### src/rtl/stsc_cfg.svh
`ifndef STSC_CFG_SVH
`define STSC_CFG_SVH

// register offsets
`define STSC_ADDR_INPUT_EN   8'h40
`define STSC_ADDR_SCAN_CFG   8'h41
`define STSC_ADDR_SENS       8'h42
`define STSC_ADDR_THRESHOLD  8'h43
`define STSC_ADDR_EVT_STATUS 8'h44
`define STSC_ADDR_EVT_MASK   8'h45
`define STSC_ADDR_TOUCH      8'h46

// reset values
`define STSC_RST_INPUT_EN    8'h00
`define STSC_RST_SCAN_CFG    8'h39
`define STSC_RST_SENS        8'h02
`define STSC_RST_THRESHOLD   8'h40
`define STSC_RST_EVT_MASK    8'h00

// field positions
`define STSC_INPUT_EN_MSB    5
`define STSC_ACC_BIT         7
`define STSC_AVG_MSB         6
`define STSC_AVG_LSB         4
`define STSC_SAMP_MSB        3
`define STSC_SAMP_LSB        2
`define STSC_CYC_MSB         1
`define STSC_CYC_LSB         0
`define STSC_GAIN_MSB        2
`define STSC_THR_MSB         6
`define STSC_EVT_OVERRUN     6

// timing: base sample time and base cycle time, both scaled by their codes
`define STSC_CLK_MHZ         200
`define STSC_SAMP_BASE_US    320
`define STSC_CYC_BASE_MS     35
`define STSC_SAMP_BASE_CYC   (`STSC_SAMP_BASE_US * `STSC_CLK_MHZ)
`define STSC_CYC_BASE_CYC    (`STSC_CYC_BASE_MS * 1000 * `STSC_CLK_MHZ)

`endif

### src/rtl/stsc_pkg.sv
package stsc_pkg;

    // scan sequencer states
    typedef enum logic [2:0] {
        ST_IDLE,
        ST_PICK,
        ST_SAMPLE,
        ST_COMBINE,
        ST_WAIT
    } stsc_fsm_t;

    // request to the sensing front end
    typedef struct packed {
        logic       active;
        logic [2:0] sel;
    } stsc_sense_t;

    // whole state of the main module
    typedef struct packed {
        logic [7:0]         input_en;
        logic [7:0]         scan_cfg;
        logic [7:0]         sens;
        logic [7:0]         threshold;
        logic [6:0]         evt_status;
        logic [6:0]         evt_mask;
        logic [5:0]         touch;
        logic [7:0]         rdata;
        stsc_fsm_t          fsm;
        logic [2:0]         ch;
        logic [7:0]         nsamp;
        logic [31:0]        samp_tmr;
        logic [31:0]        cyc_cnt;
        logic signed [23:0] acc;
    } stsc_state_t;

endpackage

### src/rtl/stsc_delta.sv
// turns the accumulated per-sample deltas of one input into the 7-bit scaled delta
module stsc_delta (
    input  wire logic signed [23:0] acc,
    input  wire logic [2:0]         avg_code,
    input  wire logic               accumulate_mode,
    input  wire logic [2:0]         standby_gain_select,
    output logic [6:0]              delta
);

    logic signed [23:0] raw;
    logic signed [23:0] scaled;

    // average or sum, then gain; the shift by the gain code makes bit 6 weigh 64 << code raw counts
    always_comb begin
        raw    = accumulate_mode ? acc : (acc >>> avg_code);
        scaled = raw >>> standby_gain_select;
        // clamp instead of wrap, negative deltas never count as a touch
        if (scaled < 0) begin
            delta = 7'h00;
        end else if (scaled > 24'sh00007f) begin
            delta = 7'h7f;
        end else begin
            delta = scaled[6:0];
        end
    end

endmodule // stsc_delta

### src/rtl/stsc_top.sv
`include "stsc_cfg.svh"

// standby scan sequencer with its configuration registers
module stsc_top #(
    parameter logic [31:0] SAMP_BASE_CYC = `STSC_SAMP_BASE_CYC,
    parameter logic [31:0] CYC_BASE_CYC  = `STSC_CYC_BASE_CYC
) (
    input  wire logic                mclk,
    input  wire logic                reset_n,
    input  wire logic [7:0]          reg_addr,
    input  wire logic [7:0]          reg_wdata,
    input  wire logic                reg_wr,
    input  wire logic                reg_rd,
    output logic [7:0]               reg_rdata,
    input  wire logic                standby,
    input  wire logic [15:0]         sense_count,
    input  wire logic [5:0][15:0]    base_count,
    output stsc_pkg::stsc_sense_t    sense_req,
    output logic [5:0]               touch,
    output logic                     wake,
    output logic                     irq
);

    stsc_pkg::stsc_state_t q;
    stsc_pkg::stsc_state_t d;

    // decoded configuration fields
    logic [5:0]         en_bits;
    logic               accumulate_mode;
    logic [2:0]         standby_sample_count;
    logic [1:0]         standby_sample_duration;
    logic [1:0]         standby_cycle_period;
    logic [2:0]         standby_gain_select;
    logic [6:0]         thr;

    // derived lengths and helpers
    logic [31:0]        samp_len;
    logic [31:0]        cyc_len;
    logic [7:0]         last_samp;
    logic [16:0]        samp_diff;
    logic signed [23:0] acc_next;
    logic [6:0]         delta;
    logic               hit;
    logic [6:0]         evt_set;
    logic [6:0]         evt_clr;

    // field decode straight from the registers
    assign en_bits                 = q.input_en[`STSC_INPUT_EN_MSB:0];
    assign accumulate_mode         = q.scan_cfg[`STSC_ACC_BIT];
    assign standby_sample_count    = q.scan_cfg[`STSC_AVG_MSB:`STSC_AVG_LSB];
    assign standby_sample_duration = q.scan_cfg[`STSC_SAMP_MSB:`STSC_SAMP_LSB];
    assign standby_cycle_period    = q.scan_cfg[`STSC_CYC_MSB:`STSC_CYC_LSB];
    assign standby_gain_select     = q.sens[`STSC_GAIN_MSB:0];
    assign thr                     = q.threshold[`STSC_THR_MSB:0];

    // sample length doubles per code step: 320us, 640us, 1.28ms, 2.56ms
    assign samp_len = SAMP_BASE_CYC << standby_sample_duration;

    // cycle length grows linearly: 35ms, 70ms, 105ms, 140ms
    assign cyc_len = 32'(CYC_BASE_CYC * (32'(standby_cycle_period) + 32'h00000001));

    // index of the last sample of a measurement, 2**code minus one
    assign last_samp = 8'((9'h001 << standby_sample_count) - 9'h001);

    // one sample minus the stored base count of the input under test
    assign samp_diff = {1'b0, sense_count} - {1'b0, base_count[q.ch]};

    // sign extend the difference into the running sum
    assign acc_next = q.acc + {{7{samp_diff[16]}}, samp_diff};

    // scaling of the combined result, standby settings only
    stsc_delta u_delta (
        .acc                 (q.acc),
        .avg_code            (standby_sample_count),
        .accumulate_mode     (accumulate_mode),
        .standby_gain_select (standby_gain_select),
        .delta               (delta)
    );

    // the standby threshold decides, not the per-input normal thresholds
    assign hit = (delta > thr);

    // next state: register access, event flags and the scan sequencer
    always_comb begin
        d       = q;
        evt_set = 7'h00;
        evt_clr = 7'h00;

        // read data stands for exactly one cycle after the strobe
        d.rdata = 8'h00;
        if (reg_rd) begin
            unique case (reg_addr)
                `STSC_ADDR_INPUT_EN:   d.rdata = {2'b00, q.input_en[5:0]};
                `STSC_ADDR_SCAN_CFG:   d.rdata = q.scan_cfg;
                `STSC_ADDR_SENS:       d.rdata = {5'b00000, q.sens[2:0]};
                `STSC_ADDR_THRESHOLD:  d.rdata = {1'b0, q.threshold[6:0]};
                `STSC_ADDR_EVT_STATUS: d.rdata = {1'b0, q.evt_status};
                `STSC_ADDR_EVT_MASK:   d.rdata = {1'b0, q.evt_mask};
                `STSC_ADDR_TOUCH:      d.rdata = {2'b00, q.touch};
                default:               d.rdata = 8'h00;
            endcase
        end

        // writes; unused bits are stored as zero so they read back as zero
        if (reg_wr) begin
            unique case (reg_addr)
                `STSC_ADDR_INPUT_EN:   d.input_en  = {2'b00, reg_wdata[5:0]};
                `STSC_ADDR_SCAN_CFG:   d.scan_cfg  = reg_wdata;
                `STSC_ADDR_SENS:       d.sens      = {5'b00000, reg_wdata[2:0]};
                `STSC_ADDR_THRESHOLD:  d.threshold = {1'b0, reg_wdata[6:0]};
                `STSC_ADDR_EVT_STATUS: evt_clr     = reg_wdata[6:0];
                `STSC_ADDR_EVT_MASK:   d.evt_mask  = reg_wdata[6:0];
                default:               d.evt_mask  = q.evt_mask;
            endcase
        end

        // the cycle clock runs whenever a scan is under way, saturating so it never wraps
        if (q.fsm != stsc_pkg::ST_IDLE && q.cyc_cnt != 32'hffffffff) begin
            d.cyc_cnt = q.cyc_cnt + 32'h00000001;
        end

        unique case (q.fsm)
            // outside standby no new burst starts, and idle clears every touch flag
            stsc_pkg::ST_IDLE: begin
                d.touch = 6'h00;
                if (standby && en_bits != 6'h00) begin
                    d.cyc_cnt = 32'h00000000;
                    d.ch      = 3'h0;
                    d.fsm     = stsc_pkg::ST_PICK;
                end
            end

            // walk the inputs in order, skipping the ones not enabled
            stsc_pkg::ST_PICK: begin
                if (!standby) begin
                    d.fsm = stsc_pkg::ST_IDLE;
                end else if (q.ch == 3'h6) begin
                    d.fsm = stsc_pkg::ST_WAIT;
                end else if (en_bits[q.ch]) begin
                    d.samp_tmr = samp_len - 32'h00000001;
                    d.nsamp    = 8'h00;
                    d.acc      = 24'sh000000;
                    d.fsm      = stsc_pkg::ST_SAMPLE;
                end else begin
                    d.ch = q.ch + 3'h1;
                end
            end

            // one sample per timer run; the count is taken at the end of the window
            stsc_pkg::ST_SAMPLE: begin
                if (q.samp_tmr != 32'h00000000) begin
                    d.samp_tmr = q.samp_tmr - 32'h00000001;
                end else begin
                    d.acc = acc_next;
                    if (q.nsamp == last_samp) begin
                        d.fsm = stsc_pkg::ST_COMBINE;
                    end else begin
                        // stay on the same input until its samples are all in
                        d.nsamp    = q.nsamp + 8'h01;
                        d.samp_tmr = samp_len - 32'h00000001;
                    end
                end
            end

            // result is updated only once the whole measurement is combined
            stsc_pkg::ST_COMBINE: begin
                d.touch[q.ch] = hit;
                if (hit && !q.touch[q.ch]) begin
                    evt_set[q.ch] = 1'b1;
                end
                d.ch  = q.ch + 3'h1;
                d.fsm = stsc_pkg::ST_PICK;
            end

            // low power rest of the cycle; an overrun restarts at once
            stsc_pkg::ST_WAIT: begin
                if (!standby) begin
                    d.fsm = stsc_pkg::ST_IDLE;
                end else if (q.cyc_cnt >= cyc_len - 32'h00000001) begin
                    // sampling ran past the cycle: the cycle was stretched, not cut
                    if (q.cyc_cnt >= cyc_len) begin
                        evt_set[`STSC_EVT_OVERRUN] = 1'b1;
                    end
                    d.cyc_cnt = 32'h00000000;
                    d.ch      = 3'h0;
                    d.fsm     = (en_bits != 6'h00) ? stsc_pkg::ST_PICK : stsc_pkg::ST_IDLE;
                end
            end
        endcase

        // sticky events: a set in the same cycle as a clear survives
        d.evt_status = (q.evt_status & ~evt_clr) | evt_set;
    end

    // every field runs from the same clock; reset loads only constants
    always_ff @(posedge mclk) begin
        if (!reset_n) begin
            q           <= '0;
            q.input_en  <= `STSC_RST_INPUT_EN;
            q.scan_cfg  <= `STSC_RST_SCAN_CFG;
            q.sens      <= `STSC_RST_SENS;
            q.threshold <= `STSC_RST_THRESHOLD;
            q.evt_mask  <= 7'(`STSC_RST_EVT_MASK);
        end else begin
            q <= d;
        end
    end

    // outputs decoded from registered state
    assign reg_rdata        = q.rdata;
    assign sense_req.active = (q.fsm == stsc_pkg::ST_SAMPLE);
    assign sense_req.sel    = q.ch;
    assign touch            = q.touch;
    assign wake             = |q.touch;
    assign irq              = |(q.evt_status & q.evt_mask);

endmodule // stsc_top

### config.mk
export PLATFORM = sky130hd
export DESIGN_NAME = stsc_top
export DESIGN_NICKNAME = d
export VERILOG_FILES = /design/src/rtl/stsc_pkg.sv /design/src/rtl/stsc_delta.sv /design/src/rtl/stsc_top.sv
export VERILOG_INCLUDE_DIRS = /design/src /design/src/rtl
export SDC_FILE = /design/constraint.sdc
export NUM_CORES = 1
export LEC_CHECK = 0
export ABC_AREA = 1
export BUFFER_PORTS_ARGS = -buffer_cell sky130_fd_sc_hd__buf_2
export CAP_MARGIN = 20
export CORE_AREA = 4 4 182 149
export DETAILED_ROUTE_END_ITERATION = 7
export DIE_AREA = 0 0 186 153
export HOLD_SLACK_MARGIN = 0.06
export PLACE_DENSITY = 0.75
export SYNTH_ARGS = -nofsm -noshare
export SYNTH_HDL_FRONTEND = slang
export SYNTH_SLANG_ARGS = --single-unit
### constraint.sdc
create_clock -name mclk -period 5.6 [get_ports mclk]
set_input_delay 0.56 -clock mclk [delete_from_list [all_inputs] [get_ports mclk]]
set_output_delay 0.56 -clock mclk [all_outputs]
set_load 0.005 [all_outputs]
; ---- Word-level counts from Yosys, hierarchy flattened
; Index checks and enable logic that the tools add are counted.
[word_totals]
ff_bits = 154
latch_bits = 0
ramBits = 0
rom_bits = 0
output_inout_bits = 20
mem_count = 0
[op_classes]
n_addsub = 10
multipliers = 1
div = 0
n_lt_le_gt_ge = 7
n_eq_ne = 27
shifts = 4
muxes = 52
bitwise_logic = 4
reduce_logical = 25
[ops]
columns = operator, n
row1 = $mux W32, 5
row2 = $mux W24, 5
row3 = $mux W43, 2
row4 = $mux W40, 2
row5 = $pmux W40 S2, 1
row6 = $pmux W32 S2, 1
row7 = $sub A32 B1 Y32 const B, 2
row8 = $eq A8 B7 Y1 const B, 7
row9 = $pmux W8 S7, 1
row10 = $bmux W16 S3, 1
row11 = $pmux W24 S2, 1
row12 = $sshr A24 B3 Y24, 2
row13 = $mux W7, 5
row14 = $add A32 B1 Y32 const B, 1
row15 = $ge A32 B26 Y1, 1
row16 = $ge A32 B32 Y1, 1
row17 = $ne A32 B32 Y1 const B, 1
row18 = $reduce_bool A32 Y1, 1
row19 = $shl A16 B2 Y32 const A, 1
row20 = $sub A26 B1 Y27 const B, 1
row21 = $add A24 B24 Y24, 1
row22 = $gt A24 B8 Y1 const B, 1
row23 = $lt A24 B1 Y1 const B, 1
row24 = $mux W3, 8
row25 = other kinds (45), 77

; ---- Logic depth before layout (Yosys ltp)
; Gate-level depths: netlist of run 1.
[logic_depth]
ltp_word = 11
mapped_depth = 32

; ---- By module
; Synthesis of run 1 repeated with hierarchy kept, for this count alone.
[hier_totals]
hier_cells = 2319
hier_area_um2 = 14338.8
[by_module_without_submodules]
columns = mod, n_inst, cells_per_inst, area_per_inst_um2, seq_area_each_um2
row1 = stsc_top, 1, 1949, 12643.4, 3083.0
row2 = stsc_delta, 1, 370, 1695.4, 0.0

; ---- Worst setup path before layout of run 1
; Ideal clock, no wire load.
[synth_timing]
kind = register to register
startpoint = register q, in the netlist sense_req[1]
endpoint = register q[23] in the netlist's numbering
setup_time_ps = 132
arrival_time_ps = 4267
path_slack_ps = 1201
path_stages_with_launch = 28
n_path_buf = 2
period_less_slack_ps = 4399
path_cell_list = dfxtp_1 buf_2 nor3_2 clkbuf_1 a22oi_1 nand4_1 ha_1 inv_1 fa_1 a21oi_1 o21ai_0 nand2_1 nand2_1 nand3_1 nand2_1 nand3_1 nand2_1 a31oi_1 xor2_1 ha_1 nand2_1 o21ai_0 a21oi_1 nand3_1 a21oi_1 or2_2 nand3_1 a21oi_1
[synth_between]
elab_chain_cells = 6
elab_cells_between_ends = 12
cone_classes = add/sub: 2 / eq/ne: 3 / mux: 6 / reduce/logical: 1
[synth_lines]
columns = item, line
row1 = from (decl), stsc_top.sv:24  ; stsc_pkg::stsc_state_t q;
row2 = $bmux W16 S3, stsc_top.sv:66  ; assign samp_diff = {1'b0, sense_count} - {1'b0, base_count[q.ch]};
row3 = $mux W16 (implied by the code), stsc_top.sv:66
row4 = $sub A16 B16 Y17, stsc_top.sv:66
row5 = $add A24 B24 Y24, stsc_top.sv:69  ; assign acc_next = q.acc + {{7{samp_diff[16]}}, samp_diff};
row6 = $mux W24, stsc_top.sv:151  ; if (q.samp_tmr != 32'h00000000) begin
row7 = $pmux W24 S2, stsc_top.sv:122  ; unique case (q.fsm)
; Several ways; a longest one is shown, not always the timed one. The select of a mux whose other input is x is not followed.
; A chain may end at the register's enable or synchronous reset.

; ---- Worst setup path in the final report of run 1
[layout_timing]
startpoint = register q, in the netlist sense_req[2]
endpoint = register q[23] in the netlist's numbering
; The elaborated chain is that of the path after synthesis.

==> flow_summary_export.csv, run 1 <==
group,metric,value,unit
clock_tree,cts_hold_buf,0,
layout,area_delta_synth_final,10.1,%
power_and_ir_drop,p_leak,6.91,nW
yosys,synth_top_area_cell,"dfxtp_1",
clock_tree,cts-htree-levels,4,
route,dr.pass1.iters,8,
sta,slew_headroom,39.4,%
route,wirelength,43200,µm
floorplanning,dieArea,28500,µm²
sta,slew_viol_final,0,
grt,grt_usage,29.9,%
setup_path,crit_fanout,17,
run_status,status,"complete, no violations",
yosys,synthCells,2168,
setup_path,cp_slowest_cell,"dfxtp_1",
setup_path,cp_slowest_stage_delay,510,ps
layout,antenna_cells,0,
setup_path,critPathTopFamily,"simple AND/OR/NAND/NOR gates",
yosys,yosys_warnings,0,
floorplanning,start_util,54.6,%
yosys,synth_edf_count,0,
clock_tree,cts_tree,"built",
clock_tree,cts_buffers,17,
flow_run,drv_cap,0,
setup_path,critPathArrivalTime,5350,ps
setup_path,cp_common_cell,"nand2_1",
clock_tree,cts_root_buf,"clkbuf_16",
yosys,ys_seq_area_share,22.5,%
grt,grt_max_degree,60,
yosys,avgSynthCellArea,6.33,µm²
grt,grt_pass1_wl,70700,µm
sta,fmax,198,MHz
yosys,synth_area_leaders,"dfxtp_1 22%, nand2_1 14%, ha_1 9.2%, nand3_1 8.6%, a21oi_1 6.2%",
yosys,ys_types,62,
sta,setup_viol,0,
setup_path,worstPathRequired,5900,ps
grt,grt_pass1_vias,14400,
floorplanning,rows,52,
route,drc,0,
placement,dpl.hpwl,33200,µm
clock_tree,path_clk_slew,70,ps
yosys,syn-cell-area,13700,µm²
setup_path,r2r_cells,27,
yosys,synth.top_cell.area_share,22.5,%
layout,drive_gt1_share,11.5,%
placement,io_buffer_count,152,
sta,fin_setup_tns,0,ps
floorplanning,die_w,186,µm
grt,antenna_found_initial,1,
clock_tree,clock_latency,440,ps
yosys,async_reset_ff_share,0,%
route,wire_per_inst,16.6,µm
yosys,synth.net_count,2405,
clock_tree,cts_buffer_depth,2,
route,num_vias,15200,
power_and_ir_drop,power_density,181,nW/µm²
layout,nFillCells,2495,
hold_path,hold_depth,3,
clock_tree,cts.sink_count,154,
sta,finalCritPeriodShare,90.2,%
yosys,synth_ff_type,"dfxtp_1",
setup_path,crit_path_start_kind,"register",
sta,tightest_slew,907,ps
placement,place.gp.congestion,0.957,
grt,grt-ovfl-total,0,
yosys,synth_seq_cells,154,
sta,rsz0062_at_grt,"no",
sta,period_needed,5050,ps
route,antenna_left,0,
sta,fin_skew,13.7,ps
floorplanning,core_area,25100,µm²
route,drt-initial-drc-count,1426,
floorplanning,dieHeight,153,µm
setup_path,worst-path-buf-inv,2,
power_and_ir_drop,ir_worst_vdd,221,µV
setup_path,crit_type,"reg2reg",
sta,finalHoldViolations,0,
layout,num-nets-final,2499,
setup_path,cp-end-kind,"register",
floorplanning,pin_count,153,
setup_path,crit_cells,27,
sta,hold_slack,442,ps
hold_path,hold_class,"in2reg",
route,via_per_inst,5.85,
[kinds of logic (layout without fill, tap and decap cells)]
family | Yosys count | count (layout) | synth area share (%)
buffers and inverters | 324 | 431 | 9.95
and+or+nand+nor | 1126 | 1126 | 36.8
DFF | 154 | 154 | 22.5
adders and majority gates | 104 | 104 | 9.65
xor gates and xnor gates | 73 | 73 | 4.66
AOI/OAI and AO/OA | 387 | 387 | 16.5
[registers in the layout, indices dropped and copies added (netlist names)]
| name | count |
|---|---|
| reg_rdata | 8 |
| touch | 6 |
| sense_req | 3 |
| accumulate_mode | 1 |
| q | 130 |
| en_bits | 6 |
[worst paths after layout]
kind | slack (ps) | start | end
worst min register to register | 480 | q[120]$_SDFFE_PN0P_ | q[120]$_SDFFE_PN0P_
worst max register to register | 550 | sense_req[2]$_SDFFE_PN0P_ | q[23]$_SDFFE_PN0P_
worst max-delay path | 550 | sense_req[2]$_SDFFE_PN0P_ | q[23]$_SDFFE_PN0P_
worst min-delay path | 440 | reg_wdata[6] | q[122]$_SDFFE_PN0P_
[what timing repair did]
action	4_1_cts	5_1_grt
setup buffers	0	0
endpoints found under the setup margin	0	4
resized for setup	0	1
[power by group]
group | switching [mW] | internal (mW)
combinational | 0.250 | 0.156
sequential | 0.00228 | 1.10
clock | 0.510 | 0.715
total | 0.762 | 1.97
[worst register-to-register path: stages, from the launching register on]
cell and delay (ps):
dfxtp_1 510, nor2_1 110, nand2_1 160, clkinvlp_4 360
a22oi_1 290, nand4_1 120, ha_1 210, inv_1 70
fa_1 200, a21oi_1 80, o21ai_0 350, nand2_1 90
nand2_1 150, nand3_1 80, nand2_1 100, nand3_1 70
nand2_1 100, a31oi_1 90, xor2_1 160, ha_1 380
nand2_1 90, o21ai_0 310, a21oi_1 110, nand3_1 180
a21oi_1 100, or2_2 300, nand3_1 70, a21oi_1 60
[cells in the final DEF (no fill, tap or decap), drive strengths merged, types with 68 or more instances in the layout]
cell,Yosys,final
a21oi,169,169
buf,48,162
ha,101,101
nand2,530,530
inv,235,238
nand4,68,68
o21ai,109,109
dfxtp,154,154
nor2,192,192
nand3,238,238
[through the flow]
step                      std cells  util [%]  worst slack (ps)  area, µm²  total power [mW]
after detailed placement       2567      57.7               567      14500              1.52
after floorplan                2168         -              1200      13700              1.40
final                          2599      60.1               548      15100              2.73
after global placement         2567      57.7               756      14500              1.51
after global routing           2599      60.1              71.7      15100              2.84
after CTS                      2599      60.1               526      15100              2.74
[Yosys cell counts (3+ instances only)]
| cell | instances |
|---|---|
| nor2_2 | 5 |
| dfxtp_1 | 154 |
| a21oi_1 | 169 |
| o21bai_1 | 8 |
| o211ai_1 | 9 |
| nor4_1 | 10 |
| nor3_2 | 4 |
| a21boi_0 | 3 |
| a21o_1 | 3 |
| buf_4 | 22 |
| o21a_1 | 10 |
| nand3_1 | 235 |
| clkbuf_1 | 39 |
| nand2_1 | 525 |
| or2_1 | 3 |
| a22oi_1 | 4 |
| a221oi_1 | 22 |
| inv_1 | 224 |
| o2111ai_1 | 3 |
| inv_2 | 10 |
| nor3_1 | 35 |
| nand4_1 | 67 |
| buf_2 | 15 |
| ha_1 | 101 |
| or2_2 | 29 |
| a211oi_1 | 10 |
| buf_1 | 5 |
| buf_6 | 6 |
| o22ai_1 | 10 |
| nand2_2 | 3 |
| a31oi_1 | 7 |
| o221ai_1 | 6 |
| nand3b_1 | 12 |
| xnor2_1 | 23 |
| nor2_1 | 184 |
| xor2_1 | 50 |
| a41oi_1 | 4 |
| o21ai_0 | 107 |
| fa_1 | 3 |
[layer usage]
layer  vias to the layer above  global-route usage [%]  wire [µm]
li1                       7500                       -          -
met1                      7081                    40.4      19300
met2                       518                    48.8      20100
met3                       103                    3.99       2420
met4                         2                    10.7       1350
met5                         -                       0          8
[final cells by class]
type                            instances  area (µm²)  share of cell area, %
Timing Repair Buffer                  162         836                   5.53
Tap cell                              324         405                   2.68
Inverter                              237         896                   5.93
Multi-Input combinational cell       1690        9280                   61.4
Clock buffer                           18         439                   2.91
Clock inverter                         14         169                   1.12
Sequential cell                       154        3080                   20.4
(Power assumes the default switching activity.)
==> run 2, diff against run 1 <==
--- a/config.mk
+++ b/config.mk
@@ -13,5 +13,6 @@
 export DETAILED_ROUTE_END_ITERATION = 7
 export DIE_AREA = 0 0 186 153
-export HOLD_SLACK_MARGIN = 0.06
+export HOLD_SLACK_MARGIN = 0.1
+export MAX_ROUTING_LAYER = met4
 export PLACE_DENSITY = 0.75
 export SYNTH_ARGS = -nofsm -noshare
==> constraint.sdc (replaced) <==
create_clock -name mclk -period 5.6 [get_ports mclk]
set_input_delay 0.56 -clock mclk [delete_from_list [all_inputs] [get_ports mclk]]
set_output_delay 0.56 -clock mclk [all_outputs]
set_load 0.01 [all_outputs]
==> flow_summary_export.csv, run 2 (synthesis gave the netlist of run 1 again) <==
group,metric,value,unit
floorplanning,rows,52,
floorplanning,die_w,186,µm
layout,top_register,"q",
flow_run,drv_cap,0,
power_and_ir_drop,ir_worst_vdd,230,µV
route,dr.pass1.iters,6,
setup_path,cp-end-kind,"register",
run_status,status,"complete, no violations",
floorplanning,dieArea,28500,µm²
layout,layout_common_cells,"525 x nand2_1, 235 x nand3_1, 224 x inv_1, 184 x nor2_1, 169 x a21oi_1",
sta,tightest_slew,922,ps
power_and_ir_drop,power_density,181,nW/µm²
clock_tree,cts_tree,"built",
sta,finalHoldViolations,0,
route,via_per_inst,5.80,
route,num_vias,15100,
sta,slew_viol_final,0,
sta,finalCritPeriodShare,90.8,%
clock_tree,cts-htree-levels,4,
layout,drive_gt1_share,11.5,%
placement,place.gp.congestion,0.974,
route,drt-initial-drc-count,1470,
setup_path,crit_type,"reg2reg",
floorplanning,dieHeight,153,µm
layout,num-nets-final,2499,
clock_tree,cts_root_buf,"clkbuf_16",
sta,fmax,197,MHz
clock_tree,cts_buffers,17,
floorplanning,core_area,25100,µm²
grt,grt_usage,31.2,%
layout,finish.utilization,60.2,%
power_and_ir_drop,p_leak,6.92,nW
layout,area_delta_synth_final,10.2,%
sta,period_needed,5080,ps
setup_path,critPathArrivalTime,5370,ps
grt,grt_pass1_vias,14400,
sta,slew_headroom,38.4,%
grt,grt_max_degree,61,
clock_tree,cts_buffer_depth,2,
placement,dpl.hpwl,33600,µm
clock_tree,cts_setup_buffers,0,
setup_path,crit_path_start_kind,"register",
clock_tree,path_clk_slew,60,ps
grt,antenna_found_initial,1,
hold_path,hold_depth,3,
floorplanning,start_util,54.6,%
hold_path,hold_class,"in2reg",
grt,grt-ovfl-total,0,
floorplanning,pin_count,153,
route,wire_per_inst,16.9,µm
placement,io_buffer_count,152,
setup_path,worstPathRequired,5890,ps
clock_tree,cts.sink_count,154,
layout,layout_commonest_cell,"nand2_1",
route,antenna_left,0,
clock_tree,clock_latency,440,ps
layout,largest_reg_flops,130,
sta,fin_skew,13.2,ps
route,drc,0,
sta,fin_setup_tns,0,ps
setup_path,r2r_cells,27,
route,wirelength,43900,µm
setup_path,crit_fanout,17,
sta,rsz0062_at_grt,"no",
grt,grt_pass1_wl,71800,µm
sta,setup_viol,0,
## run 2: per-stage QoR
stage / power [mW] / std cells / hold slack (ps) / setup WS [ps] / area [µm²]
6_report: 2.74 / 2600 / 432 / 517 / 15100
5_1_grt: 2.85 / 2600 / 463 / 94.0 / 15100
3_5_place_dp: 1.52 / 2566 / 469 / 464 / 14500
2_1_floorplan: 1.40 / 2168 / 439 / 1200 / 13700
4_1_cts: 2.75 / 2598 / 418 / 413 / 15100
3_3_place_gp: 1.52 / 2566 / 457 / 704 / 14500
## run 2: worst max-delay path: stages (launching register included)
cell and delay (ps):
dfxtp_1 510, nor2_1 120, nand2_1 160, clkinvlp_4 350
a22oi_1 260, nand4_1 120, ha_1 210, inv_1 70
fa_1 200, a21oi_1 80, o21ai_0 360, nand2_1 110
nand2_1 160, nand3_1 90, nand2_1 90, nand3_1 70
nand2_1 100, a31oi_1 90, xor2_1 160, ha_1 380
nand2_1 90, o21ai_0 330, a21oi_1 110, nand3_1 170
a21oi_1 120, or2_2 300, nand3_1 70, a21oi_1 60
## run 2: cell type report
type | count | area (µm²)
fillers | 2426 | 9980
well taps | 324 | 405
repair buffers | 162 | 843
inverters | 237 | 896
multi-input cells | 1690 | 9280
clock buffers | 21 | 480
diodes | 1 | 2.50
flip-flops and latches | 154 | 3080
clock inverters | 11 | 143
## run 2: path summary, 6_finish.rpt
kind                                  start                   to  slack [ps]
setup / recovery  sense_req[2]$_SDFFE_PN0P_   q[23]$_SDFFE_PN0P_         520
hold / removal                 reg_wdata[6]  q[122]$_SDFFE_PN0P_         430
setup reg to reg  sense_req[2]$_SDFFE_PN0P_   q[23]$_SDFFE_PN0P_         520
hold reg to reg         q[117]$_SDFFE_PN0P_  q[117]$_SDFFE_PN0P_         480
## run 2: timing repair
item	CTS	global route
hold buffers	0	0
resized for setup	0	1
setup endpoints to repair	0	2
## run 2: routing by layer
metal / up-vias / track usage (%) / share of wire [%]
met1: 6991 / 40.8 / 44
met5: - / - / 0
met2: 498 / 49.7 / 47
li1: 7498 / - / -
met3: 91 / 4.59 / 5.7
met4: 0 / 9.61 / 2.9
## run 2: power breakdown
group,switching [mW],total (mW),internal [mW]
Combinational,0.255,0.411,0.157
Sequential,0.00238,1.10,1.10
Clock,0.487,1.23,0.747
Total,0.744,2.74,2.00
==> run 3, diff against run 2 <==
Settings changed: CORE_AREA 4 4 182 149 to 4 4 186 152, DIE_AREA 0 0 186 153 to 0 0 190 156, SYNTH_HIERARCHICAL from default to 1.
==> flow_summary_export.csv, run 3 <==
group,metric,value,unit
setup_path,crit_path_start_kind,"register",
grt,grt_pass1_wl,74700,µm
clock_tree,cts_root_buf,"clkbuf_16",
yosys,synth_common_cells,"600 x nand2_1, 269 x nand3_1, 241 x inv_1",
sta,fmax,198,MHz
floorplanning,die_w,190,µm
hold_path,hp-start,"reg_wdata[7]",
setup_path,worstSetupStartpoint,"sense_req[1]$_SDFFE_PN0P_",
power_and_ir_drop,sw_frac_of_total,29.5,%
floorplanning,dieArea,29600,µm²
run_status,status,"complete, no violations",
yosys,synth_ff_type,"dfxtp_1",
sta,tightest_slew,1060,ps
flow_run,drv_cap,0,
setup_path,crit_type,"reg2reg",
layout,drive_gt1_share,11.4,%
grt,grt-ovfl-total,0,
clock_tree,cts_tree,"built",
sta,finalCritPeriodShare,90.1,%
floorplanning,start_util,54.7,%
yosys,async_reset_ff_share,0,%
layout,area_delta_synth_final,9.96,%
sta,rsz0062_at_grt,"no",
layout,layout_commonest_cell,"nand2_1",
layout,layout_common_cells,"600 x nand2_1, 269 x nand3_1, 241 x inv_1, 192 x nor2_1, 178 x a21oi_1",
route,drc,0,
hold_path,hold_class,"in2reg",
power_and_ir_drop,internal-power,1.95,mW
grt,grt_pass1_vias,14500,
sta,slew_headroom,29.3,%
sta,slew_viol_final,0,
setup_path,crit_fanout,12,
sta,setup_viol,0,
clock_tree,cts_buffer_depth,2,
clock_tree,clock_latency,440,ps
yosys,synth.top_cell.area_share,21.5,%
route,drt-initial-drc-count,1676,
layout,top_register,"q",
sta,hold_slack,460,ps
clock_tree,cts_buffers,17,
yosys,ys_seq_area_share,21.5,%
route,antenna_left,0,
yosys,ys_types,56,
sta,period_needed,5050,ps
setup_path,reg2reg_from,"sense_req[1]$_SDFFE_PN0P_",
placement,io_buffer_count,152,
route,via_per_inst,5.77,
route,wirelength,46800,µm
yosys,synth.net_count,2556,
route,dr.pass1.iters,8,
setup_path,cp-end-kind,"register",
layout,largest_reg_flops,130,
yosys,synthCells,2319,
floorplanning,rows,53,
power_and_ir_drop,p_sw,815,µW
placement,place.gp.congestion,1.03,
placement,place_inst,2754,
yosys,syn-cell-area,14300,µm²
yosys,synth_area_leaders,"dfxtp_1 22%, nand2_1 16%, nand3_1 9.4%, ha_1 8.8%, inv_1 6.3%",
yosys,yosys_warnings,6,
power_and_ir_drop,power_density,175,nW/µm²
clock_tree,cts.sink_count,154,
sta,fin_setup_tns,0,ps
clock_tree,path_clk_slew,70,ps
floorplanning,core_area,26200,µm²
power_and_ir_drop,p_leak,7.36,nW
yosys,synth_edf_count,0,
grt,antenna_found_initial,0,
layout,fin_area,15800,µm²
grt,grt_usage,31.7,%
floorplanning,pin_count,153,
clock_tree,cts-htree-levels,4,
route,num_vias,16100,
yosys,avgSynthCellArea,6.18,µm²
power_and_ir_drop,ir_worst_vdd,238,µV
setup_path,critPathArrivalTime,5350,ps
route,wire_per_inst,16.8,µm
sta,finalHoldViolations,0,
grt,grt_max_degree,62,
yosys,synth_top_area_cell,"dfxtp_1",
layout,instances_no_fill,2786,
placement,place_area,15200,µm²
layout,num-nets-final,2653,
power_and_ir_drop,combPwrFrac,17.2,%
yosys,synth_seq_cells,154,
yosys,synthMostInstantiatedCell,"nand2_1",
sta,fin_skew,11.1,ps
floorplanning,dieHeight,156,µm
layout,antenna_cells,0,
placement,dpl.hpwl,36300,µm
setup_path,worstPathRequired,5910,ps
power_and_ir_drop,power_frac_seq,39.8,%
power_and_ir_drop,power_frac_clock,43.0,%
run 3: what timing repair did:
| item | 4_1_cts | 5_1_grt |
|---|---|---|
| hold buffers | 0 | 0 |
| buffers inserted | 0 | 0 |
| resized for setup | 0 | 2 |
| setup endpoints to repair | 0 | 3 |
run 3: cells by family (layout without fill, tap and decap cells):
group	after synthesis	count (layout)	share of synthesized area, %
fa+ha+maj	104	104	9.23
flops	154	154	21.5
buf+inv	347	457	10.2
compound gates	398	398	16.1
xor+xnor	70	70	4.28
simple gates	1246	1246	38.7
run 3: layout make-up:
class	instances	area, µm²
fillers	2578	10400
multi-input cells	1818	9800
flip-flops and latches	154	3080
inverters	261	987
repair buffers	164	851
clock buffers	20	457
well taps	357	447
clock inverters	12	139
run 3: power groups by stage:
stage | logic [mW] | clock network (mW) | registers [mW]
floorplan | 0.309 | 0 | 1.12
global placement | 0.462 | 0 | 1.12
detailed placement | 0.462 | 0 | 1.12
CTS | 0.464 | 1.20 | 1.10
global route | 0.527 | 1.25 | 1.10
finish | 0.476 | 1.19 | 1.10
run 3: worst paths after layout:
| check | end | slack, ps | cells past startpoint |
|---|---|---|---|
| max | q[17]$_SDFFE_PN0P_ | 550 | 22 |
| min | accumulate_mode$_SDFFE_PN0P_ | 460 | 3 |
| max reg2reg | q[17]$_SDFFE_PN0P_ | 550 | 22 |
| min reg2reg | q[63]$_SDFFE_PN0P_ | 470 | 2 |
run 3: layer usage:
layer | up-vias | track usage (%) | wire length (µm)
li1 | 7943 | - | -
met2 | 688 | 45.1 | 19200
met4 | 0 | 6.61 | 661
met3 | 54 | 5.97 | 4540
met5 | - | - | 0
met1 | 7401 | 46.6 | 22400
run 3: metrics by stage:
stage | setup slack, ps | total power [mW] | utilization (%)
2_1_floorplan | 1320 | 1.43 | -
3_3_place_gp | 787 | 1.59 | 57.9
3_5_place_dp | 536 | 1.59 | 57.9
4_1_cts | 493 | 2.76 | 60.2
5_1_grt | 26.8 | 2.88 | 60.2
6_report | 554 | 2.77 | 60.2
run 3: worst max-delay path, stage by stage (launching register included):
cell       delay [ps]
dfxtp_1           510
nor2_1            100
nand2_1           220
inv_1             270
a22o_1            280
a2111oi_1         390
ha_1              370
nand3_1           110
nand3_1           150
nand2_1           100
nand3_1           130
a21boi_0          290
o21ai_0           210
xor2_1            190
ha_1              390
nand2_1           100
nor2_1            150
nand3_1           110
o21ai_0           310
a21oi_1           120
or2_2             280
nand3_1            70
a21oi_1            70
